$ cat config.mk
export PLATFORM = sky130hd
export DESIGN_NAME = timer0_output_control
export DESIGN_NICKNAME = d
export VERILOG_FILES = /design/src/logic/timer0_pkg.sv /design/src/logic/shutdown_trigger.sv /design/src/logic/pin_mux.sv /design/src/logic/timer0_output_control.sv
export VERILOG_INCLUDE_DIRS = /design/src /design/src/logic
export SDC_FILE = /design/constraint.sdc
export NUM_CORES = 1
export LEC_CHECK = 0
export BUFFER_PORTS_ARGS = -buffer_cell sky130_fd_sc_hd__buf_2
export CAP_MARGIN = 0
export CORE_MARGIN = 3
export CORE_UTILIZATION = 35
export CTS_BUF_LIST = sky130_fd_sc_hd__clkbuf_16
export CTS_CLUSTER_SIZE = 24
export DETAILED_ROUTE_END_ITERATION = 10
export MAX_ROUTING_LAYER = met4
export PLACE_DENSITY = 0.71
export SLEW_MARGIN = 0
export SYNTH_ARGS = -nofsm -noshare
export SYNTH_HDL_FRONTEND = slang
export SYNTH_SLANG_ARGS = --single-unit
$ cat constraint.sdc
create_clock -name clock -period 1 [get_ports clock]
set_input_delay 0 -clock clock [delete_from_list [all_inputs] [get_ports clock]]
set_output_delay 0 -clock clock [all_outputs]
set_load 0.005 [all_outputs]
$ cat src/logic/timer0_cfg.svh
// register offsets, field positions, reset values for timer0 output control
`ifndef TIMER0_CFG_SVH
`define TIMER0_CFG_SVH
`define T0_CTRL_A_ADDR      8'h44
`define T0_CTRL_A_RESET     8'h00
`define T0_CHA_MODE_HI      7
`define T0_CHA_MODE_LO      6
`define T0_CHB_MODE_HI      5
`define T0_CHB_MODE_LO      4
`define T0_CHB_SHUT_BIT     3
`define T0_CHA_SHUT_BIT     2
`define T0_WGM_HI           1
`define T0_WGM_LO           0
`define T0_TRIG_SOURCES     4
`endif

$ cat src/logic/timer0_pkg.sv
// types shared by the timer0 output control files
package timer0_pkg;
    typedef logic [1:0] out_mode_t;
    typedef logic [2:0] wgm_t;
    typedef enum logic [1:0] {
        TRIG_COMPARATOR = 2'h0,
        TRIG_EXT_INT    = 2'h1,
        TRIG_PIN_CHANGE = 2'h2,
        TRIG_OVERFLOW   = 2'h3
    } trig_src_e;
endpackage

$ cat src/logic/shutdown_trigger.sv
// selects one trigger event from the four sources for a channel
module shutdown_trigger
    import timer0_pkg::*;
(
    input  wire logic       clock,
    input  wire logic       arst_n,
    input  wire logic [1:0] trigger_select,
    input  wire logic [3:0] trigger_events,
    output logic            trigger
);
    // =========================================================
    // source selection
    wire logic selected;
    assign selected = trigger_events[trigger_select];
    always_ff @(posedge clock or negedge arst_n) begin
        if (!arst_n) begin
            trigger <= 1'b0;
        end else begin
            trigger <= selected;
        end
    end
endmodule

$ cat src/logic/pin_mux.sv
// routes a compare waveform or the gpio value onto a pin
module pin_mux
    import timer0_pkg::*;
(
    input  wire logic      clock,
    input  wire logic      arst_n,
    input  wire out_mode_t mode,
    input  wire logic      compare_wave,
    input  wire logic      gpio_value,
    input  wire logic      gpio_dir_out,
    output logic           pin_out,
    output logic           pin_oe
);
    // =========================================================
    // output selection
    wire logic next_pin_out;
    // a zero mode field hands the pin back to gpio
    assign next_pin_out = (mode != 2'h0) ? compare_wave : gpio_value;
    always_ff @(posedge clock or negedge arst_n) begin
        if (!arst_n) begin
            pin_out <= 1'b0;
            pin_oe  <= 1'b0;
        end else begin
            pin_out <= next_pin_out;
            pin_oe  <= gpio_dir_out;
        end
    end
endmodule

$ cat src/logic/timer0_output_control.sv
// timer0 output control register a with automatic pwm shutdown
//
// Decided for this implementation: strobed register access.
`include "timer0_cfg.svh"
module timer0_output_control
    import timer0_pkg::*;
#(
    parameter int ADDR_W = 8
) (
    input  wire logic              clock,
    input  wire logic              arst_n,
    input  wire logic [ADDR_W-1:0] reg_addr,
    input  wire logic [7:0]        reg_wdata,
    input  wire logic              reg_write,
    input  wire logic              reg_read,
    output logic      [7:0]        reg_rdata,
    input  wire logic [1:0]        chan_a_trigger_select,
    input  wire logic [1:0]        chan_b_trigger_select,
    input  wire logic [3:0]        trigger_events,
    input  wire logic              waveform_gen_mode_top_bit,
    input  wire logic              chan_a_compare_out,
    input  wire logic              chan_b_compare_out,
    input  wire logic              gpio_a_value,
    input  wire logic              gpio_b_value,
    input  wire logic              gpio_a_dir_out,
    input  wire logic              gpio_b_dir_out,
    output logic                   chan_a_pin_out,
    output logic                   chan_a_pin_oe,
    output logic                   chan_b_pin_out,
    output logic                   chan_b_pin_oe,
    output logic      [2:0]        waveform_gen_mode
);
    // =========================================================
    // register state
    logic [7:0] timer0_output_control_a;
    wire logic  hit;
    wire logic  wr_hit;
    wire logic  trig_a;
    wire logic  trig_b;
    wire logic  shut_a;
    wire logic  shut_b;
    wire logic [7:0] next_ctrl;
    wire logic [7:0] written;

    assign hit    = (reg_addr == ADDR_W'(`T0_CTRL_A_ADDR));
    assign wr_hit = reg_write && hit;
    assign written = wr_hit ? reg_wdata : timer0_output_control_a;

    // =========================================================
    // trigger selection per channel
    shutdown_trigger trig_a_sel (
        .clock          (clock),
        .arst_n         (arst_n),
        .trigger_select (chan_a_trigger_select),
        .trigger_events (trigger_events),
        .trigger        (trig_a)
    );
    shutdown_trigger trig_b_sel (
        .clock          (clock),
        .arst_n         (arst_n),
        .trigger_select (chan_b_trigger_select),
        .trigger_events (trigger_events),
        .trigger        (trig_b)
    );

    // shutdown uses the enable as currently stored; a trigger beats a
    // same-cycle software rewrite of the mode field so no event is lost
    assign shut_a = trig_a && timer0_output_control_a[`T0_CHA_SHUT_BIT];
    assign shut_b = trig_b && timer0_output_control_a[`T0_CHB_SHUT_BIT];

    assign next_ctrl = {
        shut_a ? 2'h0 : written[`T0_CHA_MODE_HI:`T0_CHA_MODE_LO],
        shut_b ? 2'h0 : written[`T0_CHB_MODE_HI:`T0_CHB_MODE_LO],
        written[`T0_CHB_SHUT_BIT:`T0_WGM_LO]
    };

    always_ff @(posedge clock or negedge arst_n) begin
        if (!arst_n) begin
            timer0_output_control_a <= `T0_CTRL_A_RESET;
        end else begin
            timer0_output_control_a <= next_ctrl;
        end
    end

    // =========================================================
    // read port: one cycle latency, unmapped reads return zero
    wire logic [7:0] next_rdata;
    assign next_rdata = (reg_read && hit) ? timer0_output_control_a : 8'h00;
    always_ff @(posedge clock or negedge arst_n) begin
        if (!arst_n) begin
            reg_rdata <= 8'h00;
        end else begin
            reg_rdata <= next_rdata;
        end
    end

    // =========================================================
    // waveform mode output
    wire logic [2:0] next_wgm;
    assign next_wgm = {waveform_gen_mode_top_bit,
                       timer0_output_control_a[`T0_WGM_HI:`T0_WGM_LO]};
    always_ff @(posedge clock or negedge arst_n) begin
        if (!arst_n) begin
            waveform_gen_mode <= 3'h0;
        end else begin
            waveform_gen_mode <= next_wgm;
        end
    end

    // =========================================================
    // pin routing
    pin_mux mux_a (
        .clock        (clock),
        .arst_n       (arst_n),
        .mode         (timer0_output_control_a[`T0_CHA_MODE_HI:`T0_CHA_MODE_LO]),
        .compare_wave (chan_a_compare_out),
        .gpio_value   (gpio_a_value),
        .gpio_dir_out (gpio_a_dir_out),
        .pin_out      (chan_a_pin_out),
        .pin_oe       (chan_a_pin_oe)
    );
    pin_mux mux_b (
        .clock        (clock),
        .arst_n       (arst_n),
        .mode         (timer0_output_control_a[`T0_CHB_MODE_HI:`T0_CHB_MODE_LO]),
        .compare_wave (chan_b_compare_out),
        .gpio_value   (gpio_b_value),
        .gpio_dir_out (gpio_b_dir_out),
        .pin_out      (chan_b_pin_out),
        .pin_oe       (chan_b_pin_oe)
    );

    // =========================================================
    // checks
    a_read_data_match: assert property (@(posedge clock) disable iff (!arst_n)
        reg_read && hit |=> reg_rdata == $past(timer0_output_control_a))
        else $error("read data mismatch");
    a_write_stores: assert property (@(posedge clock) disable iff (!arst_n)
        wr_hit && !shut_a && !shut_b |=> timer0_output_control_a == $past(reg_wdata))
        else $error("write not stored");
    a_unmapped_zero: assert property (@(posedge clock) disable iff (!arst_n)
        reg_read && !hit |=> reg_rdata == 8'h00)
        else $error("unmapped read not zero");
    a_chb_shutdown: assert property (@(posedge clock) disable iff (!arst_n)
        shut_b |=> timer0_output_control_a[5:4] == 2'h0)
        else $error("channel b mode not cleared");
    a_chb_ignored: assert property (@(posedge clock) disable iff (!arst_n)
        !timer0_output_control_a[3] && !wr_hit |=> $stable(timer0_output_control_a[5:4]))
        else $error("channel b mode changed without write");
    a_cha_shutdown: assert property (@(posedge clock) disable iff (!arst_n)
        shut_a |=> timer0_output_control_a[7:6] == 2'h0 ##2 chan_a_pin_out == $past(gpio_a_value))
        else $error("channel a not shut down");
    a_cha_kept: assert property (@(posedge clock) disable iff (!arst_n)
        !timer0_output_control_a[2] && !wr_hit |=> $stable(timer0_output_control_a[7:6]))
        else $error("channel a mode changed without write");
    a_pin_a_wave: assert property (@(posedge clock) disable iff (!arst_n)
        timer0_output_control_a[7:6] != 2'h0 |=> chan_a_pin_out == $past(chan_a_compare_out))
        else $error("channel a wave not on pin");
    a_pin_b_gpio: assert property (@(posedge clock) disable iff (!arst_n)
        timer0_output_control_a[5:4] == 2'h0 |=> chan_b_pin_out == $past(gpio_b_value))
        else $error("channel b pin not gpio");
    a_wgm_value: assert property (@(posedge clock) disable iff (!arst_n)
        1'b1 |=> waveform_gen_mode == {$past(waveform_gen_mode_top_bit),
                                       $past(timer0_output_control_a[1:0])})
        else $error("waveform mode wrong");
endmodule

==> impl_metrics.yaml, run 1 <==
route:
  drt_wl_total_mm: 2.019
  vias: 741
  avgRoutedWirePerCell_um: 12.54
  route.detailed.drc: 0
  avgViaCountPerCell: 4.602
  drt_iter0_drc: 12
  first_pass_iters: 3
  ant_nets: 0
yosys:
  synthTopCellsByArea: "dfrtp_1 66%, mux2_4 6.3%, and2_1 5.3%"
  synth_nets: 96
  avgSynthCellArea_um2: 15.53
  ys_types: 12
  yosys.area.top_type: "dfrtp_1"
  syn-instance-count: 61
  ys_ff_latch: 25
  synth_top_area_share_pct: 66.05
  yosysWarnings: 0
  syn_area_um2: 947.2
  ys_seq_area_share_pct: 66.05
placement:
  portBuffers: 49
  gp_congestion: 0.7170
  dp_slack_ns: -0.06962
  dp_hpwl_mm: 1.489
clock_network:
  cts_tree: "yes"
  post-cts-setup-buffer-count: 0
  path_clk_slew_ns: 0.06
  clk_path_buf_depth: 2
  insertion_delay_ns: 0.25
  cts_sinks: 25
  numCtsBuffers: 3
  cts_root_buf: "clkbuf_16"
  h-tree-depth: 1
global_routing:
  grt.total_usage_pct: 12.55
  grt_pass1_vias: 784
  grt_max_degree: 26
  gr-total-overflow: 0
  grt_pass1_wl_mm: 3.091
  grt_antenna_before_repair: 0
worst_setup_path:
  path_cells: "nor2_2 -> mux2_2"
  path_class: "flip-flop to flip-flop"
  arrival_ns: 1.10
  path_max_fanout: 3
  cpMaxStageDelayCell: "dfrtp_1"
  ff2ff_setup_slack_ns: 0.04
  end_kind: "flip-flop"
  crit_buf_inv: 0
  crit_start: "timer0_output_control_a[6]"
  worst-r2r-cell-count: 2
  worstPathRequired_ns: 1.14
  max_stage_delay_ns: 0.40
  start_kind: "flip-flop"
  path_depth: 2
  endpoint: "mux_a.pin_out"
  r2r_start: "timer0_output_control_a[6]"
  r2r-end: "mux_a.pin_out"
  critPathTopFamily: "flip-flops"
power_and_ir_drop:
  ir_drop_v: 0.001632
  powerDensity_nw_per_um2: 1620
  p_leak_nw: 0.8116
  power.total_mw: 2.397
timing:
  setup_viol: 0
  finClkSkew_ns: 0.0008441
  rsz0062_at_grt: "no"
  setup-tns-final_ns: 0
  hold_violations: 0
  fin_crit_sh_pct: 96.24
  worst_slack_ns: 0.03760
  slew_violations: 0
  slew-limit-headroom_pct: 64.16
  worstMarginPinSlew_ns: 0.5376
  clock.fmax_mhz: 1039
  timing.final.crit_period_ns: 0.9624
die:
  die_x_um: 58.02
  start_util_pct: 37.55
  fp.coreArea_um2: 2522
  die_area_um2: 3366
  die_height_um: 58.02
  num_io_pins: 50
  row_count: 18
final_layout:
  fillCellCount: 207
  antenna-diode-count: 0
  fin_nets: 167
  area_growth_pct: 56.27
  postLayoutCoreUtil_pct: 58.68
  drive_gt1_share_pct: 51.91
hold_path:
  hp-class: "primary input to flip-flop"
run:
  drv_cap: 0
status:
  status: "finished, final reports clean"
worst min-delay path by stage:
stage                     cells after the start  slack (ns)                      from                    endpoint
after global routing                          2        0.03  chan_b_trigger_select[1]          trig_b_sel.trigger
after floorplan                               0       -0.30                    arst_n                mux_a.pin_oe
after detailed placement                      1        0.02                    arst_n                reg_rdata[0]
after global placement                        1       0.005                    arst_n                mux_a.pin_oe
final                                         3        0.01              reg_wdata[4]  timer0_output_control_a[4]
after CTS                                     3       0.002              reg_wdata[7]  timer0_output_control_a[7]
where the power goes:
group / internal (mW) / switching (mW) / total (mW)
combinational: 0.200 / 0.132 / 0.332
clock: 0.541 / 0.330 / 0.871
sequential: 1.12 / 0.0710 / 1.19
total: 1.87 / 0.532 / 2.40
synthesized netlist by cell type:
| cell type | number |
|---|---|
| mux4_2 | 2 |
| and3_2 | 1 |
| and4bb_2 | 1 |
| nor4_4 | 1 |
| mux2i_1 | 4 |
| dfrtp_1 | 25 |
| nor2_1 | 2 |
| nand3_4 | 1 |
| nand2_1 | 10 |
| mux2_4 | 4 |
| and2_1 | 8 |
| mux2_2 | 2 |
cell families (layout without fill, tap and decap cells):
| group | Yosys count | count (layout) | share of synthesized area [%] |
|---|---|---|---|
| buffers and inverters | 0 | 70 | 0 |
| AND/OR/NAND/NOR | 24 | 24 | 16.25 |
| multiplexers | 12 | 12 | 17.70 |
| flip-flops | 25 | 25 | 66.05 |
through the flow:
| step | hold WS [ns] | instance area [µm²] | std cells |
|---|---|---|---|
| 5_1_grt | 0.02844 | 1480 | 161 |
| 2_1_floorplan | -0.2956 | 947.2 | 61 |
| 3_5_place_dp | 0.01615 | 1245 | 142 |
| 6_report | 0.01447 | 1480 | 161 |
| 3_3_place_gp | 0.005123 | 1245 | 142 |
| 4_1_cts | 0.001667 | 1468 | 160 |
layout by cell type (no fill, tap or decap):
| cell type | count |
|---|---|
| and2_1 | 8 |
| and3_2 | 1 |
| and4bb_2 | 1 |
| buf_2 | 49 |
| buf_4 | 2 |
| clkbuf_16 | 3 |
| clkinvlp_4 | 1 |
| dfrtp_1 | 25 |
| dlygate4sd3_1 | 15 |
| mux2_2 | 2 |
| mux2_4 | 4 |
| mux2i_1 | 4 |
| mux4_2 | 2 |
| nand2_1 | 10 |
| nand3_4 | 1 |
| nor2_1 | 1 |
| nor2_2 | 1 |
| nor4_4 | 1 |
area by class of cell:
class	instances	area, µm²	area share [%]
multi-input combinational	36	324.1	21.89
timing repair buffer	66	410.4	27.73
sequential	25	625.6	42.27
clock buffer	3	75.07	5.072
clock inverter	1	7.507	0.5072
tap	30	37.54	2.536
what timing repair did:
action	CTS	global route
gates resized for setup	0	1
hold buffers	14	1
hold endpoints to repair	36	1
endpoints found under the setup margin	0	1
flip-flops by register name, summed over array words and instances, names as in the netlist:
register / count
mux_a.pin_oe: 1
mux_a.pin_out: 1
mux_b.pin_oe: 1
mux_b.pin_out: 1
reg_rdata: 8
timer0_output_control_a: 8
trig_a_sel.trigger: 1
trig_b_sel.trigger: 1
waveform_gen_mode: 3
per-layer routing:
layer | vias to the layer above | global-route usage, % | part of all wire, %
met4 | 0 | 0.9934 | 0
met5 | - | - | 0
met1 | 357 | 12.12 | 36
met2 | 37 | 24.35 | 55
met3 | 0 | 4.677 | 8.6
li1 | 347 | - | -
tightest hold or removal path: stages:
cell and delay (ns):
buf_2 0.10, nand2_1 0.05, mux2i_1 0.07
(Power assumes the default switching activity.)
==> run 2, diff against run 1 <==
- PLACE_DENSITY: 0.71 -> not set
==> run 2 against run 1 <==
Effect of this change: non-clock buffer count up 1; sequential cell count unchanged; cell count up 0.62%; register-to-register slack about the same; global-route usage down 0.073 points; largest power group unchanged; clock-buffer cell count unchanged; first-iteration DRC count down 50%; hold slack better by 0.0024 ns; die area unchanged; final area up 0.34%; power down 1.8%.
==> impl_metrics.yaml, run 2 (synthesized netlist as in run 1, its figures left out) <==
placement:
  gp_congestion: 0.7861
  portBuffers: 49
  placed_area_um2: 1245
  dp_hpwl_mm: 1.427
  dp_slack_ns: -0.07175
clock_network:
  cts_tree: "yes"
  clk_path_buf_depth: 2
  cts_resized: 0
  post-cts-setup-buffer-count: 0
  postCtsHoldBufs: 16
  numCtsBuffers: 3
  h-tree-depth: 1
  insertion_delay_ns: 0.25
  cts_root_buf: "clkbuf_16"
  path_clk_slew_ns: 0.06
  cts_sinks: 25
power_and_ir_drop:
  p_leak_nw: 0.8197
  power.total_mw: 2.354
  powerDensity_nw_per_um2: 1585
  ir_drop_v: 0.001100
route:
  avgViaCountPerCell: 4.395
  first_pass_iters: 4
  drt_wl_total_mm: 1.866
  route.detailed.drc: 0
  ant_nets: 0
  avgRoutedWirePerCell_um: 11.52
  vias: 712
  drt_iter0_drc: 6
global_routing:
  grt_antenna_before_repair: 0
  grt.total_usage_pct: 12.48
  grt_max_degree: 26
  grt_pass1_vias: 764
  grt_pass1_wl_mm: 3.091
  gr-total-overflow: 0
worst_setup_path:
  crit_buf_inv: 0
  path_cells: "nor2_1 -> mux2_2"
  end_kind: "flip-flop"
  path_class: "flip-flop to flip-flop"
  max_stage_delay_ns: 0.39
  cpMaxStageDelayCell: "dfrtp_1"
  arrival_ns: 1.10
  start_kind: "flip-flop"
  path_max_fanout: 3
  path_depth: 2
  worst-r2r-cell-count: 2
  critPathTopFamily: "flip-flops"
  worstPathRequired_ns: 1.14
timing:
  clock.fmax_mhz: 1045
  setup_viol: 0
  fin_crit_sh_pct: 95.65
  finClkSkew_ns: 0.0009701
  worst_slack_ns: 0.04346
  slew-limit-headroom_pct: 64.40
  worstMarginPinSlew_ns: 0.5340
  hold_violations: 0
  rsz0062_at_grt: "no"
  timing.final.crit_period_ns: 0.9565
  slew_violations: 0
final_layout:
  multi_input_area_um2: 321.6
  fillCellCount: 206
  largestRegisters: "reg_rdata: 8 flops, timer0_output_control_a: 8 flops, waveform_gen_mode: 3 flops"
  mostFrequentLayoutCells: "49 x buf_2, 25 x dfrtp_1, 16 x dlygate4sd3_1, 10 x nand2_1, 8 x and2_1"
  fin_nets: 168
  drive_gt1_share_pct: 50.76
  final_common_cell: "buf_2"
  final_area_um2: 1485
  antenna-diode-count: 0
  seqCellArea_um2: 625.6
  area_growth_pct: 56.80
die:
  fp.coreArea_um2: 2522
  start_util_pct: 37.55
  die_height_um: 58.02
  die_x_um: 58.02
  num_io_pins: 50
  row_count: 18
  die_area_um2: 3366
hold_path:
  hold_depth: 2
  hp-class: "primary input to flip-flop"
run:
  drv_cap: 0
status:
  status: "finished, final reports clean"
[run 2: cell types whose count changed in the layout (fill, tap and decap cells not counted), sizes merged]
| cell | delta |
|---|---|
| clkinv | +1 |
| clkinvlp | -1 |
| dlygate4sd3 | +1 |
[run 2: path summary, 6_finish.rpt]
kind | from | endpoint | slack (ns)
worst max-delay path | timer0_output_control_a[5] | mux_b.pin_out | 0.04
worst min-delay path | chan_a_trigger_select[1] | trig_a_sel.trigger | 0.02
worst max register to register | timer0_output_control_a[5] | mux_b.pin_out | 0.04
worst min register to register | timer0_output_control_a[1] | waveform_gen_mode[1] | 0.40
max in group asynchronous | arst_n | timer0_output_control_a[5] | 0.37
min in group asynchronous | arst_n | waveform_gen_mode[0] | 0.27
[run 2: power by group]
group          switching [mW]  leakage, nW  total (mW)  internal (mW)
sequential             0.0563        0.322        1.18           1.12
combinational           0.120        0.457       0.319          0.200
clock                   0.318       0.0409       0.855          0.537
total                   0.493        0.820        2.35           1.86
[run 2: cell type report]
class	instances	share of cell area, %
sequential	25	42.12
timing repair buffer	67	28.31
multi-input combinational	36	21.65
clock buffer	3	5.055
tap	30	2.527
clock inverter	1	0.3370
[run 2: layer usage]
layer | GRT usage [%] | share of wire (%) | up-vias | wire length [µm]
met2 | 22.26 | 55 | 28 | 1020
met4 | 5.960 | 0 | 0 | 0
met5 | - | 0 | - | 0
met1 | 13.34 | 37 | 337 | 688
li1 | - | - | 347 | -
met3 | 2.004 | 8.4 | 0 | 157
[run 2: through the flow]
stage          hold WS, ns  setup TNS [ns]  util (%)  cells
6_report           0.01684               0     58.88    162
5_1_grt            0.02237               0     58.88    162
4_1_cts            0.01370               0     58.88    162
3_5_place_dp       0.01701         -0.4377     49.36    142
3_3_place_gp       0.01640         -0.2161     49.36    142
2_1_floorplan      -0.2956               0         -     61
==> run 3, diff against run 2 <==
- CORE_MARGIN: 3 -> not set
- RECOVER_POWER: not set -> 50
==> run 3 against run 2 <==
Effect of this change: final area shrank 2.3%; die area shrank 13%; register-to-register slack is essentially flat; largest cell class unchanged; clock power grew 0.7%.
==> impl_metrics.yaml, run 3 (synthesized netlist as in run 1, its figures left out) <==
clock_network:
  clk_path_buf_depth: 2
  cts_root_buf: "clkbuf_16"
  cts_resized: 0
  cts_tree: "yes"
  h-tree-depth: 1
  path_clk_slew_ns: 0.06
  numCtsBuffers: 3
  insertion_delay_ns: 0.25
  cts_sinks: 25
die:
  die_area_um2: 2918
  num_io_pins: 50
  die_x_um: 54.02
  die_height_um: 54.02
  row_count: 18
  start_util_pct: 37.55
  fp.coreArea_um2: 2522
placement:
  placed_area_um2: 1252
  portBuffers: 49
  place_inst: 143
  dp_slack_ns: -0.06931
  dp_hpwl_mm: 1.246
  gp_congestion: 0.6786
final_layout:
  fin_nets: 168
  final_common_cell: "buf_2"
  largestRegisters: "reg_rdata: 8 flops, timer0_output_control_a: 8 flops, waveform_gen_mode: 3 flops"
  fillCellCount: 242
  antenna-diode-count: 0
  area_growth_pct: 53.24
  final_area_um2: 1451
  fin_cells: 162
  mostFrequentLayoutCells: "34 x buf_2, 25 x dfrtp_1, 14 x dlygate4sd3_1, 14 x clkbuf_1, 10 x nand2_1"
  drive_gt1_share_pct: 40.15
worst_setup_path:
  path_cells: "nor2_1 -> mux2_2"
  r2r_start: "timer0_output_control_a[7]"
  start_kind: "flip-flop"
  path_class: "flip-flop to flip-flop"
  arrival_ns: 1.10
  end_kind: "flip-flop"
  crit_start: "timer0_output_control_a[7]"
  max_stage_delay_ns: 0.39
  path_max_fanout: 3
  crit_buf_inv: 0
  cpMaxStageDelayCell: "dfrtp_1"
  worstPathRequired_ns: 1.14
  critPathTopFamily: "flip-flops"
timing:
  finClkSkew_ns: 0.002101
  worstMarginPinSlew_ns: 0.6066
  setup_viol: 0
  fin_crit_sh_pct: 96.02
  hold_violations: 0
  slew-limit-headroom_pct: 59.56
  slew_violations: 0
  rsz0062_at_grt: "no"
  setup-tns-final_ns: 0
  timing.final.crit_period_ns: 0.9602
  worst_slack_ns: 0.03983
  clock.fmax_mhz: 1041
global_routing:
  grt_max_degree: 26
  grt_pass1_wl_mm: 2.787
  grt.total_usage_pct: 14.19
  grt_pass1_vias: 676
  grt_antenna_before_repair: 0
  gr-total-overflow: 0
route:
  avgRoutedWirePerCell_um: 11.10
  avgViaCountPerCell: 4.377
  first_pass_iters: 2
  ant_nets: 0
  drt_iter0_drc: 3
  route.detailed.drc: 0
  vias: 709
  drt_wl_total_mm: 1.798
power_and_ir_drop:
  p_leak_nw: 0.7668
  ir_drop_v: 0.001091
  powerDensity_nw_per_um2: 1655
status:
  status: "finished, final reports clean"
hold_path:
  hp-class: "primary input to flip-flop"
  hold_start: "reg_wdata[5]"
run:
  drv_cap: 0
[run 3: layout make-up]
class / count / area [µm²] / area share, %
Clock buffer: 3 / 75.07 / 5.172
Clock inverter: 1 / 3.754 / 0.2586
Multi-Input combinational cell: 36 / 311.5 / 21.47
Sequential cell: 25 / 625.6 / 43.10
Tap cell: 30 / 37.54 / 2.586
Timing Repair Buffer: 67 / 397.9 / 27.41
[run 3: report_power, final]
group          internal [mW]  total (mW)  leakage (nW)  switching, mW
clock                  0.534       0.861        0.0423          0.328
combinational          0.225       0.360         0.403          0.136
sequential              1.12        1.18         0.322         0.0566
[run 3: tightest hold or removal path, stage by stage]
cell and delay (ns):
buf_2 0.10, nand2_1 0.05, mux2i_1 0.06
[run 3: metal layers]
| metal | vias to the layer above | share of wire, % | GRT usage, % |
|---|---|---|---|
| met5 | - | 0 | - |
| met4 | 0 | 0.44 | 7.692 |
| met3 | 2 | 6.2 | 3.390 |
| met2 | 28 | 50 | 22.84 |
| met1 | 330 | 43 | 16.20 |
| li1 | 349 | - | - |
[run 3: what timing repair did]
| action | 4_1_cts | 5_1_grt |
|---|---|---|
| hold endpoints to repair | 36 | 0 |
| hold buffers | 14 | 0 |
| setup endpoints to repair | 0 | 1 |
| setup buffers | 0 | 1 |
[run 3: final timing paths]
check	endpoint	slack, ns	depth (start not counted)
worst min-delay path	timer0_output_control_a[5]	0.003	3
worst max-delay path	mux_a.pin_out	0.04	2
min in group asynchronous	timer0_output_control_a[4]	0.29	2
worst max register to register	mux_a.pin_out	0.04	2
max in group asynchronous	trig_b_sel.trigger	0.32	2
worst min register to register	waveform_gen_mode[1]	0.40	0
[run 3: stage by stage]
stage	hold slack, ns	utilization [%]	power [mW]
after floorplan	-0.2956	-	1.330
after global placement	0.007758	49.65	1.489
after detailed placement	0.01861	49.65	1.505
after global routing	0.01379	57.54	2.514
after CTS	0.008725	58.33	2.414
final	0.003347	57.54	2.402
